<file path="src/hw/kmm_pkg.sv">
package kmm_pkg;

	// ****************************************
	// timing
	// ****************************************
	localparam int CLK_PERIOD_NS    = 20;
	localparam int DEBOUNCE_TIME_US = 10000;
	localparam int DEBOUNCE_CYC     = (DEBOUNCE_TIME_US * 1000 + CLK_PERIOD_NS - 1) / CLK_PERIOD_NS;
	localparam int BLINK_TIME_MS    = 250;
	localparam int BLINK_CYC        = (BLINK_TIME_MS * 1000000) / CLK_PERIOD_NS;

	// ****************************************
	// widths and item counts
	// ****************************************
	localparam int NUM_KEYS    = 11;
	localparam int ITEM_W      = 8;
	localparam int VALUE_W     = 16;
	localparam int DIGIT_W     = 2;
	localparam int DIGITS      = 4;
	localparam int DRIVE_ITEMS = 6;
	localparam int QUICK_ITEMS = 16;
	localparam int ADV_ITEMS   = 200;
	localparam int TUNE_ITEMS  = 6;

	// ****************************************
	// types
	// ****************************************
	typedef struct packed {
		logic source;
		logic menu;
		logic escape;
		logic jog;
		logic direction;
		logic digit;
		logic incr;
		logic decr;
		logic confirm;
		logic run;
		logic stop;
	} kmm_keys_t;

	typedef enum logic [2:0] {MODE_DRIVE, MODE_QUICK, MODE_ADV, MODE_VERIFY, MODE_TUNE} kmm_mode_t;
	typedef enum logic [1:0] {DISP_MODESEL, DISP_MONITOR, DISP_SETTING} kmm_disp_t;

	typedef struct packed {
		kmm_disp_t            disp;
		kmm_mode_t            mode;
		logic [ITEM_W-1:0]    item;
		logic [VALUE_W-1:0]   value;
		logic [DIGIT_W-1:0]   digit;
	} kmm_view_t;

	typedef struct packed {
		logic keypad_src;
		logic run;
		logic jog;
		logic reverse;
		logic stop;
		logic fault_reset;
	} kmm_cmd_t;

	typedef struct packed {
		logic run_led;
		logic stop_led;
		logic drive_led;
	} kmm_led_t;

	typedef struct packed {
		logic                 wr;
		kmm_mode_t            mode;
		logic [ITEM_W-1:0]    item;
		logic [VALUE_W-1:0]   value;
	} kmm_pwr_t;

	// ****************************************
	// reset values
	// ****************************************
	localparam kmm_view_t VIEW_RST = '{DISP_MONITOR, MODE_DRIVE, 8'h00, 16'h0000, 2'h0};
	localparam kmm_cmd_t  CMD_RST  = '{1'b1, 1'b0, 1'b0, 1'b0, 1'b0, 1'b0};
	localparam kmm_led_t  LED_RST  = '{1'b0, 1'b1, 1'b0};
	localparam kmm_pwr_t  PWR_RST  = '{1'b0, MODE_DRIVE, 8'h00, 16'h0000};

endpackage : kmm_pkg

</file>
<file path="src/hw/kmm_menu.sv">
// Overview of operation
// - local/remote key toggles source, when enabled
// - escape restores view before last confirm
// - jog only from keypad source
// - direction key only from keypad source
// - digit key moves digit; fault reset
// - increment/decrement step mode, item or value
// - run key only from keypad source
// - stop key; terminals honour stop enable
// - dc excitation: run flashes, stop lit
// - five modes drive/quick/advanced/verify/tuning
// - tuning skipped while running or faulted
// - menu enters mode selection, then cycles
// - confirm opens monitor, then setting display
// - run only on drive monitor; drive led
// - power up on drive monitor, selected item
// - drive reference editable only when source zero
// - confirm commits edit, returns to monitor
// - advanced all parameters, quick minimum set
// - verify lists changed parameters, editable
// - verify shows none when nothing changed
`timescale 1ns/1ps
module kmm_menu
	import kmm_pkg::*;
#(
	parameter int DEBOUNCE_CYCLES = kmm_pkg::DEBOUNCE_CYC,
	parameter int BLINK_CYCLES    = kmm_pkg::BLINK_CYC
) (
	input  wire logic                      clk,
	input  wire logic                      rst_b,
	input  wire kmm_pkg::kmm_keys_t        key_raw,
	input  wire logic                      source_key_enable_param,
	input  wire logic                      stop_key_enable_param,
	input  wire logic [3:0]                reference_source_select,
	input  wire logic [kmm_pkg::ITEM_W-1:0] startup_monitor_select,
	input  wire logic                      drive_running,
	input  wire logic                      fault_active,
	input  wire logic                      dc_excite_active,
	input  wire logic [kmm_pkg::ITEM_W-1:0] changed_count,
	input  wire logic [kmm_pkg::VALUE_W-1:0] param_rd_value,
	output kmm_pkg::kmm_view_t             view,
	output kmm_pkg::kmm_cmd_t              cmd,
	output kmm_pkg::kmm_led_t              led,
	output kmm_pkg::kmm_pwr_t              pwr,
	output logic                           verify_none
);
	import kmm_pkg::*;

	// ****************************************
	// reset release
	// ****************************************
	logic rst_q1;
	logic rst_sync_b;

	always_ff @(posedge clk or negedge rst_b) begin
		if (!rst_b) begin
			rst_q1     <= 1'b0;
			rst_sync_b <= 1'b0;
		end else begin
			rst_q1     <= 1'b1;
			rst_sync_b <= rst_q1;
		end
	end

	// ****************************************
	// key events and flash source
	// ****************************************
	kmm_keys_t ev;
	logic      flash;

	kmm_key_filter #(
		.NUM         (NUM_KEYS),
		.HOLD_CYCLES (DEBOUNCE_CYCLES)
	) u_filter (
		.clk        (clk),
		.rst_sync_b (rst_sync_b),
		.raw        (key_raw),
		.press      (ev)
	);

	kmm_blink #(
		.HALF_CYCLES (BLINK_CYCLES)
	) u_blink (
		.clk        (clk),
		.rst_sync_b (rst_sync_b),
		.flash      (flash)
	);

	// ****************************************
	// helpers
	// ****************************************
	function automatic kmm_mode_t next_mode(kmm_mode_t m, logic skip);
		unique case (m)
			MODE_DRIVE:  next_mode = MODE_QUICK;
			MODE_QUICK:  next_mode = MODE_ADV;
			MODE_ADV:    next_mode = MODE_VERIFY;
			MODE_VERIFY: next_mode = skip ? MODE_DRIVE : MODE_TUNE;
			MODE_TUNE:   next_mode = MODE_DRIVE;
			default:     next_mode = MODE_DRIVE;
		endcase
	endfunction : next_mode

	function automatic kmm_mode_t prev_mode(kmm_mode_t m, logic skip);
		unique case (m)
			MODE_DRIVE:  prev_mode = skip ? MODE_VERIFY : MODE_TUNE;
			MODE_QUICK:  prev_mode = MODE_DRIVE;
			MODE_ADV:    prev_mode = MODE_QUICK;
			MODE_VERIFY: prev_mode = MODE_ADV;
			MODE_TUNE:   prev_mode = MODE_VERIFY;
			default:     prev_mode = MODE_DRIVE;
		endcase
	endfunction : prev_mode

	function automatic logic [ITEM_W-1:0] item_count(kmm_mode_t m, logic [ITEM_W-1:0] chg);
		unique case (m)
			MODE_DRIVE:  item_count = ITEM_W'(DRIVE_ITEMS);
			MODE_QUICK:  item_count = ITEM_W'(QUICK_ITEMS);
			MODE_ADV:    item_count = ITEM_W'(ADV_ITEMS);
			MODE_VERIFY: item_count = chg;
			MODE_TUNE:   item_count = ITEM_W'(TUNE_ITEMS);
			default:     item_count = ITEM_W'(DRIVE_ITEMS);
		endcase
	endfunction : item_count

	// ****************************************
	// decode
	// ****************************************
	kmm_view_t next_view;
	kmm_view_t snap;
	logic      booted;

	wire                  in_modesel = (view.disp == DISP_MODESEL);
	wire                  in_mon     = (view.disp == DISP_MONITOR);
	wire                  in_set     = (view.disp == DISP_SETTING);
	wire                  drive_mon  = in_mon && (view.mode == MODE_DRIVE);
	wire                  skip_tune  = drive_running || fault_active;
	wire [ITEM_W-1:0]     items      = item_count(view.mode, changed_count);
	wire                  item_top   = (view.item + 1'b1 >= items);
	wire [ITEM_W-1:0]     item_up    = item_top ? '0 : view.item + 1'b1;
	wire [ITEM_W-1:0]     item_dn    = (view.item == '0) ? ((items == '0) ? '0 : items - 1'b1)
	                                                     : view.item - 1'b1;
	wire [VALUE_W-1:0]    step       = VALUE_W'(1) << {view.digit, 2'b00};
	wire                  menu_go    = ev.menu && !ev.escape;
	wire                  conf_go    = ev.confirm && !ev.menu && !ev.escape;
	wire                  step_go    = !ev.confirm && !ev.menu && !ev.escape;
	wire                  ref_zero   = (reference_source_select == 4'h0);
	wire                  set_ok     = (view.mode == MODE_DRIVE) ? (view.item == '0 && ref_zero)
	                                                             : (items != '0);
	wire                  src_ok     = ev.source && source_key_enable_param;
	wire                  run_ok     = ev.run && cmd.keypad_src && drive_mon;
	wire                  jog_ok     = ev.jog && cmd.keypad_src && drive_mon;
	wire                  dir_ok     = ev.direction && cmd.keypad_src;
	wire                  stop_ok    = ev.stop && (cmd.keypad_src || stop_key_enable_param);
	wire                  freset_ok  = ev.digit && fault_active;
	wire                  digit_ok   = ev.digit && !fault_active && in_set && step_go;
	wire                  commit     = conf_go && in_set;
	wire [ITEM_W-1:0]     boot_item  = (startup_monitor_select < ITEM_W'(DRIVE_ITEMS)) ?
	                                   startup_monitor_select : '0;

	// ****************************************
	// display state machine
	// ****************************************
	always_comb begin
		next_view = view;
		if (!booted) begin
			next_view.item = boot_item;
		end else if (ev.escape) begin
			next_view = snap;
		end else if (menu_go) begin
			if (in_modesel) begin
				next_view.mode = next_mode(view.mode, skip_tune);
			end else begin
				next_view.disp = DISP_MODESEL;
			end
		end else if (conf_go) begin
			unique case (view.disp)
				DISP_MODESEL: begin
					next_view.disp = DISP_MONITOR;
					next_view.item = '0;
				end
				DISP_MONITOR: begin
					if (set_ok) begin
						next_view.disp  = DISP_SETTING;
						next_view.value = param_rd_value;
						next_view.digit = '0;
					end
				end
				DISP_SETTING: next_view.disp = DISP_MONITOR;
				default:      next_view.disp = DISP_MONITOR;
			endcase
		end else if (step_go && (ev.incr != ev.decr)) begin
			unique case (view.disp)
				DISP_MODESEL: next_view.mode  = ev.incr ? next_mode(view.mode, skip_tune)
				                                        : prev_mode(view.mode, skip_tune);
				DISP_MONITOR: next_view.item  = ev.incr ? item_up : item_dn;
				DISP_SETTING: next_view.value = ev.incr ? view.value + step
				                                        : view.value - step;
				default:      next_view.disp  = DISP_MONITOR;
			endcase
		end else if (digit_ok) begin
			next_view.digit = (view.digit == DIGIT_W'(DIGITS - 1)) ? '0 : view.digit + 1'b1;
		end
	end

	always_ff @(posedge clk or negedge rst_sync_b) begin
		if (!rst_sync_b) begin
			view   <= VIEW_RST;
			snap   <= VIEW_RST;
			booted <= 1'b0;
		end else begin
			view   <= next_view;
			snap   <= (conf_go && booted) ? view : snap;
			booted <= 1'b1;
		end
	end

	// ****************************************
	// drive commands
	// ****************************************
	always_ff @(posedge clk or negedge rst_sync_b) begin
		if (!rst_sync_b) begin
			cmd <= CMD_RST;
		end else begin
			cmd.keypad_src  <= src_ok ? !cmd.keypad_src : cmd.keypad_src;
			cmd.run         <= (stop_ok || src_ok) ? 1'b0 : (run_ok ? 1'b1 : cmd.run);
			cmd.jog         <= jog_ok;
			cmd.reverse     <= dir_ok ? !cmd.reverse : cmd.reverse;
			cmd.stop        <= stop_ok;
			cmd.fault_reset <= freset_ok;
		end
	end

	// ****************************************
	// parameter write and indicators
	// ****************************************
	always_ff @(posedge clk or negedge rst_sync_b) begin
		if (!rst_sync_b) begin
			pwr         <= PWR_RST;
			led         <= LED_RST;
			verify_none <= 1'b0;
		end else begin
			pwr.wr        <= commit;
			pwr.mode      <= commit ? view.mode : pwr.mode;
			pwr.item      <= commit ? view.item : pwr.item;
			pwr.value     <= commit ? view.value : pwr.value;
			led.run_led   <= dc_excite_active ? flash : drive_running;
			led.stop_led  <= dc_excite_active || !drive_running;
			led.drive_led <= drive_mon || (in_modesel && view.mode == MODE_DRIVE && flash);
			verify_none   <= (view.mode == MODE_VERIFY) && (changed_count == '0);
		end
	end
endmodule : kmm_menu

</file>
<file path="src/hw/kmm_key_filter.sv">
`timescale 1ns/1ps
module kmm_key_filter #(
	parameter int NUM         = 11,
	parameter int HOLD_CYCLES = 500000
) (
	input  wire logic           clk,
	input  wire logic           rst_sync_b,
	input  wire logic [NUM-1:0] raw,
	output logic      [NUM-1:0] press
);
	localparam int CW = $clog2(HOLD_CYCLES + 1);

	initial begin
		if (HOLD_CYCLES < 1 || NUM < 1) $error("kmm_key_filter: bad parameters");
	end

	// ****************************************
	// per key sync, settle and edge
	// ****************************************
	for (genvar i = 0; i < NUM; i++) begin : g_key
		logic [2:0]    sync;
		logic [CW-1:0] cnt;
		logic          level;
		wire           settled = (sync[1] == sync[2]);
		wire           done    = settled && (cnt == CW'(HOLD_CYCLES - 1));

		always_ff @(posedge clk or negedge rst_sync_b) begin
			if (!rst_sync_b) begin
				sync     <= 3'h0;
				cnt      <= '0;
				level    <= 1'b0;
				press[i] <= 1'b0;
			end else begin
				sync     <= {sync[1:0], raw[i]};
				cnt      <= !settled ? '0 : (done ? cnt : cnt + 1'b1);
				level    <= done ? sync[2] : level;
				press[i] <= done && sync[2] && !level;
			end
		end

	end
endmodule : kmm_key_filter

</file>
<file path="src/hw/kmm_blink.sv">
`timescale 1ns/1ps
module kmm_blink #(
	parameter int HALF_CYCLES = 12500000
) (
	input  wire logic clk,
	input  wire logic rst_sync_b,
	output logic      flash
);
	localparam int CW = $clog2(HALF_CYCLES + 1);

	initial begin
		if (HALF_CYCLES < 1) $error("kmm_blink: bad HALF_CYCLES");
	end

	logic [CW-1:0] cnt;
	wire           wrap = (cnt == CW'(HALF_CYCLES - 1));

	always_ff @(posedge clk or negedge rst_sync_b) begin
		if (!rst_sync_b) begin
			cnt   <= '0;
			flash <= 1'b0;
		end else begin
			cnt   <= wrap ? '0 : cnt + 1'b1;
			flash <= wrap ? !flash : flash;
		end
	end

endmodule : kmm_blink

</file>
<file path="config.mk">
export PLATFORM = sky130hd
export DESIGN_NAME = kmm_menu
export DESIGN_NICKNAME = d
export VERILOG_FILES = /design/src/hw/kmm_pkg.sv /design/src/hw/kmm_menu.sv /design/src/hw/kmm_key_filter.sv /design/src/hw/kmm_blink.sv
export SDC_FILE = /design/constraint.sdc
export NUM_CORES = 1
export LEC_CHECK = 0
export BUFFER_PORTS_ARGS = -buffer_cell sky130_fd_sc_hd__clkbuf_2
export CAP_MARGIN = 20
export CORE_MARGIN = 4
export CORE_UTILIZATION = 62
export CTS_BUF_LIST = sky130_fd_sc_hd__clkbuf_2
export DETAILED_ROUTE_END_ITERATION = 7
export PLACE_DENSITY = 0.81
export SYNTH_ARGS = -nofsm -noshare
export SYNTH_HDL_FRONTEND = slang
export SYNTH_SLANG_ARGS = --single-unit
</file>
<file path="constraint.sdc">
create_clock -name clk -period 13.1 [get_ports clk]
set_clock_uncertainty 0.15 [all_clocks]
set_input_delay 0 -clock clk [delete_from_list [all_inputs] [get_ports clk]]
set_output_delay 0 -clock clk [all_outputs]
set_load 0.02 [all_outputs]
</file>
==> results of run 1 <==
## cells in the final DEF (no fill, tap or decap), drive strengths merged, types with 5 or more instances in the layout
master,instances
dfrtp,388
nor2,288
clkbuf,253
nand2,232
xor2,143
dlygate4sd3,122
o21ai,101
nand3,99
a21oi,80
xnor2,79
inv,58
nand4,47
ha,44
nor3,43
or3,36
and3,34
mux2,34
nor4,28
clkinv,27
buf,25
nand2b,19
mux2i,16
nor2b,15
nor4b,13
a31oi,12
and4,10
o211ai,10
a211oi,9
nand3b,8
o21a,7
and3b,6
a211o,6
nor3b,6
or4,6
o31ai,5
a32oi,5
## power breakdown
part           internal, mW  switching (mW)
Combinational        0.0714          0.0905
Clock                 0.288           0.484
Sequential             1.24          0.0303
## area by class of cell
class | instances | area, sq um
sequential | 392 | 9820
multi-input combinational | 1495 | 9040
fill | 2196 | 8290
timing repair buffer | 269 | 2020
clock buffer | 131 | 656
tap | 396 | 495
inverter | 56 | 210
clock inverter | 30 | 145
antenna | 1 | 2.50
## routing by layer
metal / routed length (microns) / up-vias / GRT usage
li1: - / 7588 / -
met3: 2400 / 84 / 0.0478
met5: 0 / - / 0
met1: 19100 / 7708 / 0.353
met4: 1100 / 0 / 0.101
met2: 21600 / 464 / 0.442
## metrics by stage
| step | setup slack [ns] | utilization | instances |
|---|---|---|---|
| after floorplan | 1.22 | - | 2006 |
| after global placement | 9.43 | 0.664 | 2486 |
| after detailed placement | 9.24 | 0.664 | 2486 |
| after CTS | 8.69 | 0.730 | 2769 |
| after global routing | 8.47 | 0.730 | 2770 |
| final | 8.70 | 0.730 | 2770 |
## cells by family (layout without fill, tap and decap cells)
family,Yosys count,after routing
and+or+nand+nor,907,907
AOI/OAI and AO/OA,269,269
muxes,50,50
DFF,392,392
other,1,3
adders and majority gates,45,45
buffers and inverters,119,486
xor gates and xnor gates,222,222
## worst max-delay path, cell delays in order (launching register included)
cell and delay (ns):
dfrtp_1 0.47, inv_1 0.14, ha_1 0.22, inv_1 0.06, ha_1 0.26, mux2_2 0.26
ha_1 0.32, a21oi_1 0.29, o21ai_1 0.16, a31oi_1 0.55, a31oi_1 0.20, or4b_1 0.52
a41oi_1 0.20, dlygate4sd3_1 0.56
## what timing repair did
item	CTS	global route
endpoints found under the hold margin	51	0
setup buffers	0	0
hold buffers	122	0
## final timing paths
path / slack, ns / depth (start not counted) / to
max in group asynchronous: 10.38 / 2 / u_blink.cnt[18]
max: 8.70 / 13 / view[15]
min in group asynchronous: 0.19 / 0 / u_filter.g_key[4].cnt[15]
max reg2reg: 8.70 / 13 / view[15]
min: 0.12 / 3 / u_filter.g_key[0].sync[0]
min reg2reg: 0.19 / 0 / u_filter.g_key[4].cnt[15]
## state kept, by name (all words and copies together) (netlist names)
signal / cells
pwr: 28
snap: 31
booted: 1
u_filter.g_key.sync: 33
u_filter.g_key.level: 11
u_filter.press: 11
u_blink.flash: 1
u_filter.g_key.cnt: 209
rst_sync_b: 1
verify_none: 1
u_blink.cnt: 24
cmd: 6
view: 31
rst_q1: 1
led: 3
==> tab_implementation.tex, run 1 <==
\begin{tabular}{lr}
\hline
Metric & Value \\
\hline
\multicolumn{2}{l}{\textbf{Status}} \\
Outcome & completed \\
\multicolumn{2}{l}{\textbf{Yosys}} \\
Number of warnings printed during yosys synthesis & 0 \\
Proportion of synthesized chip area in sequential cells & 0.508 \\
Cell types with the highest counts after synthesis & dfrtp\_1 (388), nor2\_1 (287), nand2\_1 (232), xor2\_1 (143), nand3\_1 (99) \\
Mean area per synthesized cell & 9.63 sq um \\
Post-Syn Area & 19,300 sq um \\
Post-synth top area cell & dfrtp\_1 \\
Ranking of synthesized cells by area & dfrtp\_1 (50\%), xor2\_1 (6.5\%), nor2\_1 (5.6\%) \\
Most used flip-flop cell after synthesis & dfrtp\_1 \\
Adder-cell share of the synthesized area & 0.0296 \\
Synth unique cells & 71 \\
Mux contribution to synthesized area & 0.0281 \\
Number of synthesized register bits & 392 \\
Dominant combinational cell family by area after synthesis & simple AND/OR/NAND/NOR gates \\
Post-synthesis async set-or-reset flop share & 1.00 \\
Post-synthesis xor/xnor area fraction & 0.101 \\
Most frequently used cell type in the post-synthesis netlist & dfrtp\_1 \\
Simple-gate share of the synthesized area & 0.226 \\
Number of flops mapped to enable cells by yosys & 0 \\
Instance count of the mapped netlist & 2,005 \\
Synth Area in Compound Gates & 0.0835 \\
Fraction of post-synthesis cell area in the top cell type by area & 0.503 \\
\multicolumn{2}{l}{\textbf{Worst setup path}} \\
Worst setup path start & view[0] \\
Element type at the critical path end & flop \\
Required time of the critical path & 13.86 ns \\
Arrival time at the worst endpoint & 5.16 ns \\
Launch instance of the worst register-to-register path & view[0] \\
Highest fanout seen on the critical path & 7 \\
Crit path kind & flop to flop \\
Worst setup SP type & flop \\
\multicolumn{2}{l}{\textbf{STA}} \\
Maximum achievable frequency & 227 MHz \\
Max-slew headroom at the worst pin & 0.298 \\
Period utilisation layout & 0.336 \\
Total Neg Setup Slack & 0 ns \\
Max Transition Viols Final & 0 \\
Worst hold slack after final layout & 0.120 ns \\
RSZ-0062 raised after global routing & no \\
Transition time at the pin with the least slew margin & 1.05 ns \\
Final min period & 4.40 ns \\
Final count of hold timing violations & 0 \\
Setup violators final & 0 \\
\multicolumn{2}{l}{\textbf{GRT}} \\
Global-route congestion overflow total & 0 \\
GRT Util Overall & 0.266 \\
Number of antenna violations at the first check in global routing & 1 \\
Pin count of the biggest net entering global routing & 79 \\
First-pass GRT wire length & 75.8 mm \\
Vias in the first global route & 16,147 \\
\multicolumn{2}{l}{\textbf{Drt}} \\
Routed wire per std cell & 15.9 microns \\
Vias after detailed routing & 15,844 \\
Overall routed net length & 44.2 mm \\
Drt drc & 0 \\
First-pass iteration count of the detailed router & 6 \\
Count of nets left with antenna violations after detail routing & 0 \\
Post-detailed-route via-to-cell ratio & 5.72 \\
First-iteration detailed-routing DRC count & 1,004 \\
\multicolumn{2}{l}{\textbf{CTS}} \\
Clock Pin Slew Worst Setup and Hold Paths & 0.12 ns \\
Clk sink count & 392 \\
Number of buffers added by the clock tree synthesis step & 97 \\
Post-cts resize count & 0 \\
Clock tree root driver cell & clkbuf\_2 \\
Clock insertion delay at the later pin of the skew report & 0.96 ns \\
H-Tree Level Count & 3 \\
TritonCTS clock tree & yes \\
CTS Buffer Depth & 3 \\
\multicolumn{2}{l}{\textbf{Floorplan}} \\
Initial standard-cell utilization of the core & 0.629 \\
Overall die width & 184 microns \\
Die span in y & 184 microns \\
\# IOs & 123 \\
Site row count & 64 \\
Core area & 30,700 sq um \\
Die Area & 34,000 sq um \\
\multicolumn{2}{l}{\textbf{Finish}} \\
Cell area after layout & 22,400 sq um \\
Layout cell share with drive strength beyond 1 & 0.143 \\
\# nets final & 2,410 \\
Area grow syn2layout & 16.0\% \\
\multicolumn{2}{l}{\textbf{Worst hold path}} \\
HP Start & key\_raw[0] \\
Type of the worst min-delay path & input pin to flop \\
\multicolumn{2}{l}{\textbf{Placement}} \\
Final estimated routing congestion in global placement & 0.884 \\
Placed wire-length estimate & 28.6 mm \\
Number of input and output port buffers inserted & 122 \\
Instance area after placement & 20,400 sq um \\
\multicolumn{2}{l}{\textbf{Power and ir drop}} \\
Cell leakage power & 10.4 nW \\
Power density of the placed cells & 98.3 nW/um\^{}2 \\
VDD IR-drop max & 87.3 uV \\
Total power draw & 2.20 mW \\
\multicolumn{2}{l}{\textbf{Job}} \\
Max-capacitance violation count & 0 \\
\hline
\end{tabular}
Power figures use the tool's default switching activity.
==> inputs of run 2 (changes only) <==
- clock period: 13.1 -> 4.4 ns (I/O delays scaled with it)
==> run 2 against run 1 <==
  * Final area rose by 0.50%
  * Routed wire length rose by 0.33%
  * Total power rose to 3.0 times the previous value
  * First-iteration DRC count rose by 18%
  * Non-clock buffer count fell by 2
  * Sequential power rose to 3.0 times the previous value
  * Critical path depth rose by 1
  * Critical path type unchanged
  * Critical endpoint unchanged
  * Largest cell class unchanged
  * Largest power group unchanged
==> tab_implementation.tex, run 2 (synthesis gave the netlist of run 1 again) <==
\begin{tabular}{lr}
\hline
Metric & Value \\
\hline
\multicolumn{2}{l}{\textbf{Floorplan}} \\
Core area & 30,700 sq um \\
Die Area & 34,000 sq um \\
\# IOs & 123 \\
Initial standard-cell utilization of the core & 0.629 \\
Site row count & 64 \\
Overall die width & 184 microns \\
Die span in y & 184 microns \\
\multicolumn{2}{l}{\textbf{Power and ir drop}} \\
Cell leakage power & 10.5 nW \\
Power density of the placed cells & 298 nW/um\^{}2 \\
Portion of total power attributed to the clock network & 0.364 \\
Sw frac & 0.282 \\
Design internal power & 4.81 mW \\
Total power draw & 6.69 mW \\
Part of the total power dissipated in combinational logic & 0.071 \\
Part of the power in registers & 0.564 \\
VDD IR-drop max & 237 uV \\
P\_sw & 1.89 mW \\
\multicolumn{2}{l}{\textbf{GRT}} \\
Vias in the first global route & 16,354 \\
Pin count of the biggest net entering global routing & 115 \\
GRT Util Overall & 0.266 \\
Global-route congestion overflow total & 0 \\
First-pass GRT wire length & 76.3 mm \\
Number of antenna violations at the first check in global routing & 1 \\
\multicolumn{2}{l}{\textbf{Finish}} \\
\# nets final & 2,409 \\
Commonest non-fill, non-tap cell in the layout & dfrtp\_1 \\
Top reg by flops & u\_filter.g\_key.cnt \\
Filler instances & 2,206 \\
Layout Utilization & 0.734 \\
Area grow syn2layout & 16.5\% \\
Top library cells by usage in the layout, fill and taps aside & dfrtp\_1 (387), nor2\_1 (287), clkbuf\_2 (258) \\
Max reg flops & 209 \\
Registers with the most flip-flops & u\_filter.g\_key.cnt: 209 flops, u\_filter.g\_key.sync: 33 flops \\
Layout cell share with drive strength beyond 1 & 0.148 \\
\multicolumn{2}{l}{\textbf{Worst setup path}} \\
Required time of the critical path & 5.17 ns \\
Longest individual stage delay on the worst path & 0.59 ns \\
Logic depth of the worst setup path including buffers & 14 \\
Launch instance of the worst register-to-register path & view[0] \\
Highest fanout seen on the critical path & 7 \\
Cell-by-cell listing of the critical path & inv\_1, ha\_1, inv\_1, ha\_1, mux2\_2, ha\_1, a21oi\_2, o21ai\_1, a31oi\_1, buf\_4, a31oi\_1, or4b\_1, a41oi\_1, dlygate4sd3\_1 \\
Number of cells on the worst reg-to-reg path & 14 \\
Buf+Inv Stages, Crit Path & 4 \\
Critical path's most frequent cell & ha\_1 \\
Worst setup SP type & flop \\
Element type at the critical path end & flop \\
Critical path's slowest cell & dlygate4sd3\_1 \\
Crit path kind & flop to flop \\
Arrival time at the worst endpoint & 4.91 ns \\
Worst setup path start & view[0] \\
Cell family with the largest share of critical-path delay & buffers and inverters \\
\multicolumn{2}{l}{\textbf{Worst hold path}} \\
Cells on Worst Hold Path & 3 \\
HP Start & key\_raw[9] \\
Type of the worst min-delay path & input pin to flop \\
\multicolumn{2}{l}{\textbf{STA}} \\
Max Transition Viols Final & 0 \\
Period utilisation layout & 0.941 \\
Final count of hold timing violations & 0 \\
Transition time at the pin with the least slew margin & 0.921 ns \\
Max-slew headroom at the worst pin & 0.381 \\
Maximum achievable frequency & 242 MHz \\
Final min period & 4.14 ns \\
Total Neg Setup Slack & 0 ns \\
RSZ-0062 raised after global routing & no \\
Setup violators final & 0 \\
\multicolumn{2}{l}{\textbf{Drt}} \\
Post-detailed-route via-to-cell ratio & 5.72 \\
First-pass iteration count of the detailed router & 6 \\
Vias after detailed routing & 15,953 \\
First-iteration detailed-routing DRC count & 1,187 \\
Drt drc & 0 \\
Overall routed net length & 44.3 mm \\
Count of nets left with antenna violations after detail routing & 0 \\
Routed wire per std cell & 15.9 microns \\
\multicolumn{2}{l}{\textbf{CTS}} \\
Clock Pin Slew Worst Setup and Hold Paths & 0.12 ns \\
CTS Buffer Depth & 3 \\
H-Tree Level Count & 3 \\
Number of buffers added by the clock tree synthesis step & 98 \\
Clk sink count & 392 \\
Clock insertion delay at the later pin of the skew report & 0.98 ns \\
Clock tree root driver cell & clkbuf\_2 \\
TritonCTS clock tree & yes \\
\multicolumn{2}{l}{\textbf{Job}} \\
Max-capacitance violation count & 0 \\
\multicolumn{2}{l}{\textbf{Placement}} \\
Placed wire-length estimate & 28.5 mm \\
Number of input and output port buffers inserted & 122 \\
Final estimated routing congestion in global placement & 0.892 \\
\multicolumn{2}{l}{\textbf{Status}} \\
Outcome & completed \\
\hline
\end{tabular}
## run 2: changes by cell type in the layout (fill, tap and decap cells not counted), moves of 2 or more
cell / previous run / this run
clkinv_1: 22 / 33
clkbuf_2: 253 / 258
dlygate4sd3_1: 122 / 117
clkinv_2: 5 / 8
clkinvlp_4: 0 / 3
buf_12: 0 / 2
## run 2: power groups by stage
stage | Sequential, mW | Combinational [mW] | Clock (mW)
2_1_floorplan | 3.86 | 0.233 | 0
3_3_place_gp | 3.84 | 0.380 | 0
3_5_place_dp | 3.85 | 0.396 | 0
4_1_cts | 3.78 | 0.473 | 2.53
5_1_grt | 3.79 | 0.539 | 2.74
6_report | 3.78 | 0.478 | 2.44
## run 2: area by class of cell
class | instances | area, sq um | share of cell area
clock inverters | 47 | 229 | 0.0102
inverters | 56 | 210 | 0.00934
well taps | 396 | 495 | 0.0220
flip-flops and latches | 392 | 9820 | 0.436
multi-input cells | 1495 | 9040 | 0.402
clock buffers | 136 | 681 | 0.0303
repair buffers | 267 | 2020 | 0.0897
diodes | 2 | 5.00 | 0.000222
## run 2: layer usage
| layer | vias up | track usage | wire, microns | share of wire |
|---|---|---|---|---|
| li1 | 7597 | - | - | - |
| met5 | - | 0 | 0 | 0 |
| met4 | 0 | 0.106 | 1330 | 0.030 |
| met2 | 480 | 0.448 | 22000 | 0.50 |
| met1 | 7765 | 0.341 | 18400 | 0.42 |
| met3 | 111 | 0.0541 | 2580 | 0.058 |
## run 2: repair_timing
item	CTS	global route
gates resized for setup	0	1
hold endpoints to repair	51	0
setup buffers	0	0
setup endpoints to repair	0	1
hold buffers	117	0
## run 2: through the flow
stage / setup WS (ns) / cell area, sq um / std cells / hold slack [ns]
6_report: 0.262 / 22500 / 2791 / 0.0955
5_1_grt: 0.123 / 22500 / 2790 / 0.0303
4_1_cts: 0.270 / 22500 / 2788 / 0.0239
3_5_place_dp: 0.829 / 20400 / 2488 / -0.363
3_3_place_gp: 0.984 / 20400 / 2488 / -0.363
2_1_floorplan: 0.398 / 19300 / 2006 / -0.446
## run 2: final timing paths
kind                                              to  slack, ns
setup / recovery                            view[15]       0.26
hold / removal             u_filter.g_key[9].sync[0]        0.1
setup reg to reg                            view[15]       0.26
hold reg to reg            u_filter.g_key[4].sync[1]       0.19
max in group asynchronous   u_filter.g_key[8].cnt[0]       2.63
min in group asynchronous  u_filter.g_key[6].cnt[10]       0.25
## run 2: worst register-to-register path, cell delays in order (launching register included)
cell and delay, ns:
dfrtp_1 0.48, inv_1 0.14, ha_1 0.22, inv_1 0.06, ha_1 0.26, mux2_2 0.26, ha_1 0.33, a21oi_2 0.23
o21ai_1 0.14, a31oi_1 0.19, buf_4 0.17, a31oi_1 0.11, or4b_1 0.54, a41oi_1 0.22, dlygate4sd3_1 0.59
==> inputs of run 3 (changes only) <==
- CORE_UTILIZATION: 62 -> 57
- PLACE_DENSITY: 0.81 -> 0.79
- clock period: 4.4 -> 3.8 ns (I/O delays scaled with it)
==> run 3 against run 2 <==
  * First-iteration DRC count shrank 6.3%
  * Register-to-register slack lost 0.15 ns
  * Hold slack gained 0.048 ns
  * Largest power group unchanged
==> tab_implementation.tex, run 3 (synthesis gave the netlist of run 1 again) <==
\begin{tabular}{lr}
\hline
Metric & Value \\
\hline
\multicolumn{2}{l}{\textbf{CTS}} \\
CTS Buffer Depth & 3 \\
H-Tree Level Count & 3 \\
Clk sink count & 392 \\
TritonCTS clock tree & yes \\
Clock Pin Slew Worst Setup and Hold Paths & 0.10 ns \\
Clock insertion delay at the later pin of the skew report & 1.00 ns \\
Clock tree root driver cell & clkbuf\_2 \\
Number of buffers added by the clock tree synthesis step & 97 \\
\multicolumn{2}{l}{\textbf{Floorplan}} \\
Site row count & 67 \\
Die span in y & 192 microns \\
Overall die width & 192 microns \\
\# IOs & 123 \\
Core area & 33,400 sq um \\
Initial standard-cell utilization of the core & 0.577 \\
Die Area & 36,900 sq um \\
\multicolumn{2}{l}{\textbf{Worst setup path}} \\
Highest fanout seen on the critical path & 5 \\
Worst setup path start & view[0] \\
Required time of the critical path & 4.54 ns \\
Worst setup SP type & flop \\
Arrival time at the worst endpoint & 4.43 ns \\
Element type at the critical path end & flop \\
Crit path kind & flop to flop \\
Launch instance of the worst register-to-register path & view[0] \\
\multicolumn{2}{l}{\textbf{Placement}} \\
Final estimated routing congestion in global placement & 0.866 \\
Placed wire-length estimate & 29.0 mm \\
Number of input and output port buffers inserted & 122 \\
\multicolumn{2}{l}{\textbf{STA}} \\
Max-slew headroom at the worst pin & 0.369 \\
Final count of hold timing violations & 0 \\
Final min period & 3.69 ns \\
Max Transition Viols Final & 0 \\
Setup violators final & 0 \\
Worst hold slack after final layout & 0.144 ns \\
Maximum achievable frequency & 271 MHz \\
Transition time at the pin with the least slew margin & 0.945 ns \\
Period utilisation layout & 0.971 \\
\multicolumn{2}{l}{\textbf{Power and ir drop}} \\
VDD IR-drop max & 246 uV \\
Power density of the placed cells & 339 nW/um\^{}2 \\
Total power draw & 7.68 mW \\
Cell leakage power & 10.5 nW \\
\multicolumn{2}{l}{\textbf{Finish}} \\
Area taken by flip-flops and latches & 9830 sq um \\
Area grow syn2layout & 17.4\% \\
Registers with the most flip-flops & u\_filter.g\_key.cnt: 209 flops, u\_filter.g\_key.sync: 33 flops \\
\# nets final & 2,415 \\
Area of the multi-input gates & 9090 sq um \\
Max reg flops & 209 \\
Top library cells by usage in the layout, fill and taps aside & dfrtp\_1 (380), nor2\_1 (287), clkbuf\_2 (255) \\
Filler instances & 2,485 \\
Layout cell share with drive strength beyond 1 & 0.152 \\
Commonest non-fill, non-tap cell in the layout & dfrtp\_1 \\
Top reg by flops & u\_filter.g\_key.cnt \\
Layout Utilization & 0.678 \\
\multicolumn{2}{l}{\textbf{Drt}} \\
Post-detailed-route via-to-cell ratio & 5.57 \\
Routed wire per std cell & 15.7 microns \\
First-pass iteration count of the detailed router & 5 \\
First-iteration detailed-routing DRC count & 1,112 \\
Vias after detailed routing & 15,791 \\
Count of nets left with antenna violations after detail routing & 0 \\
Overall routed net length & 44.6 mm \\
Drt drc & 0 \\
\multicolumn{2}{l}{\textbf{Status}} \\
Outcome & completed \\
\multicolumn{2}{l}{\textbf{Worst hold path}} \\
Type of the worst min-delay path & flop to async pin \\
\multicolumn{2}{l}{\textbf{Job}} \\
Max-capacitance violation count & 0 \\
\multicolumn{2}{l}{\textbf{GRT}} \\
Number of antenna violations at the first check in global routing & 1 \\
Pin count of the biggest net entering global routing & 122 \\
First-pass GRT wire length & 75.5 mm \\
Vias in the first global route & 16,208 \\
GRT Util Overall & 0.245 \\
Global-route congestion overflow total & 0 \\
\hline
\end{tabular}
-- run 3: changes by cell type in the layout (fill, tap and decap cells not counted), moves of 4 or more --
cell,previous run,this run
clkinv_1,33,23
clkinv_2,8,2
dfrtp_1,387,380
dlygate4sd3_1,117,121
dfrtp_2,0,7
-- run 3: layout make-up --
type	instances	share of cell area
clock inverters	33	0.00833
diodes	5	0.000552
inverters	56	0.00927
clock buffers	133	0.0294
repair buffers	274	0.0934
multi-input cells	1495	0.401
flip-flops and latches	392	0.433
well taps	448	0.0247
-- run 3: critical path, cell delays in order, from the launching register on --
cell and delay, ns:
dfrtp_2 0.44, inv_1 0.13, ha_2 0.23, inv_1 0.05, ha_1 0.26, mux2_2 0.26
ha_1 0.34, nand2_1 0.13, o21bai_1 0.17, a31oi_2 0.16, a31o_2 0.31, xor2_1 0.15
o21ai_0 0.15, a21oi_1 0.09, dlygate4sd3_1 0.56
-- run 3: worst paths after layout --
path                                             end  slack, ns  depth (start not counted)
max                                         view[14]       0.11                         14
min                        u_filter.g_key[4].cnt[10]       0.14                          0
max reg2reg                                 view[14]       0.11                         14
min reg2reg                u_filter.g_key[4].cnt[10]       0.14                          0
max in group asynchronous                   view[21]       2.31                          1
min in group clk           u_filter.g_key[1].sync[1]       0.20                          0
-- run 3: report_power, final --
group / switching (mW) / total, mW / internal (mW)
Sequential: 0.104 / 4.37 / 4.26
Clock: 1.71 / 2.75 / 1.04
Combinational: 0.315 / 0.570 / 0.255
-- run 3: per-layer routing --
layer | wire, microns | GRT usage | vias up
met3 | 2290 | 0.0447 | 92
met5 | 0 | 0 | -
li1 | - | - | 7606
met4 | 1040 | 0.0880 | 0
met1 | 19200 | 0.309 | 7640
met2 | 22100 | 0.424 | 453
-- run 3: what timing repair did --
item | CTS | global route
setup endpoints to repair | 0 | 9
hold endpoints to repair | 51 | 0
hold buffers | 121 | 0
setup buffers | 0 | 4
gates resized for setup | 0 | 17
-- run 3: per-stage QoR --
| step | setup slack, ns | TNS [ns] | cells | cell area (sq um) |
|---|---|---|---|---|
| after floorplan | -0.202 | -78.08 | 2006 | 19300 |
| after global placement | 0.440 | 0 | 2540 | 20500 |
| after detailed placement | 0.282 | 0 | 2540 | 20500 |
| after CTS | 0.0489 | 0 | 2827 | 22600 |
| after global routing | -0.0164 | -0.0164 | 2836 | 22700 |
| final | 0.109 | 0 | 2836 | 22700 |
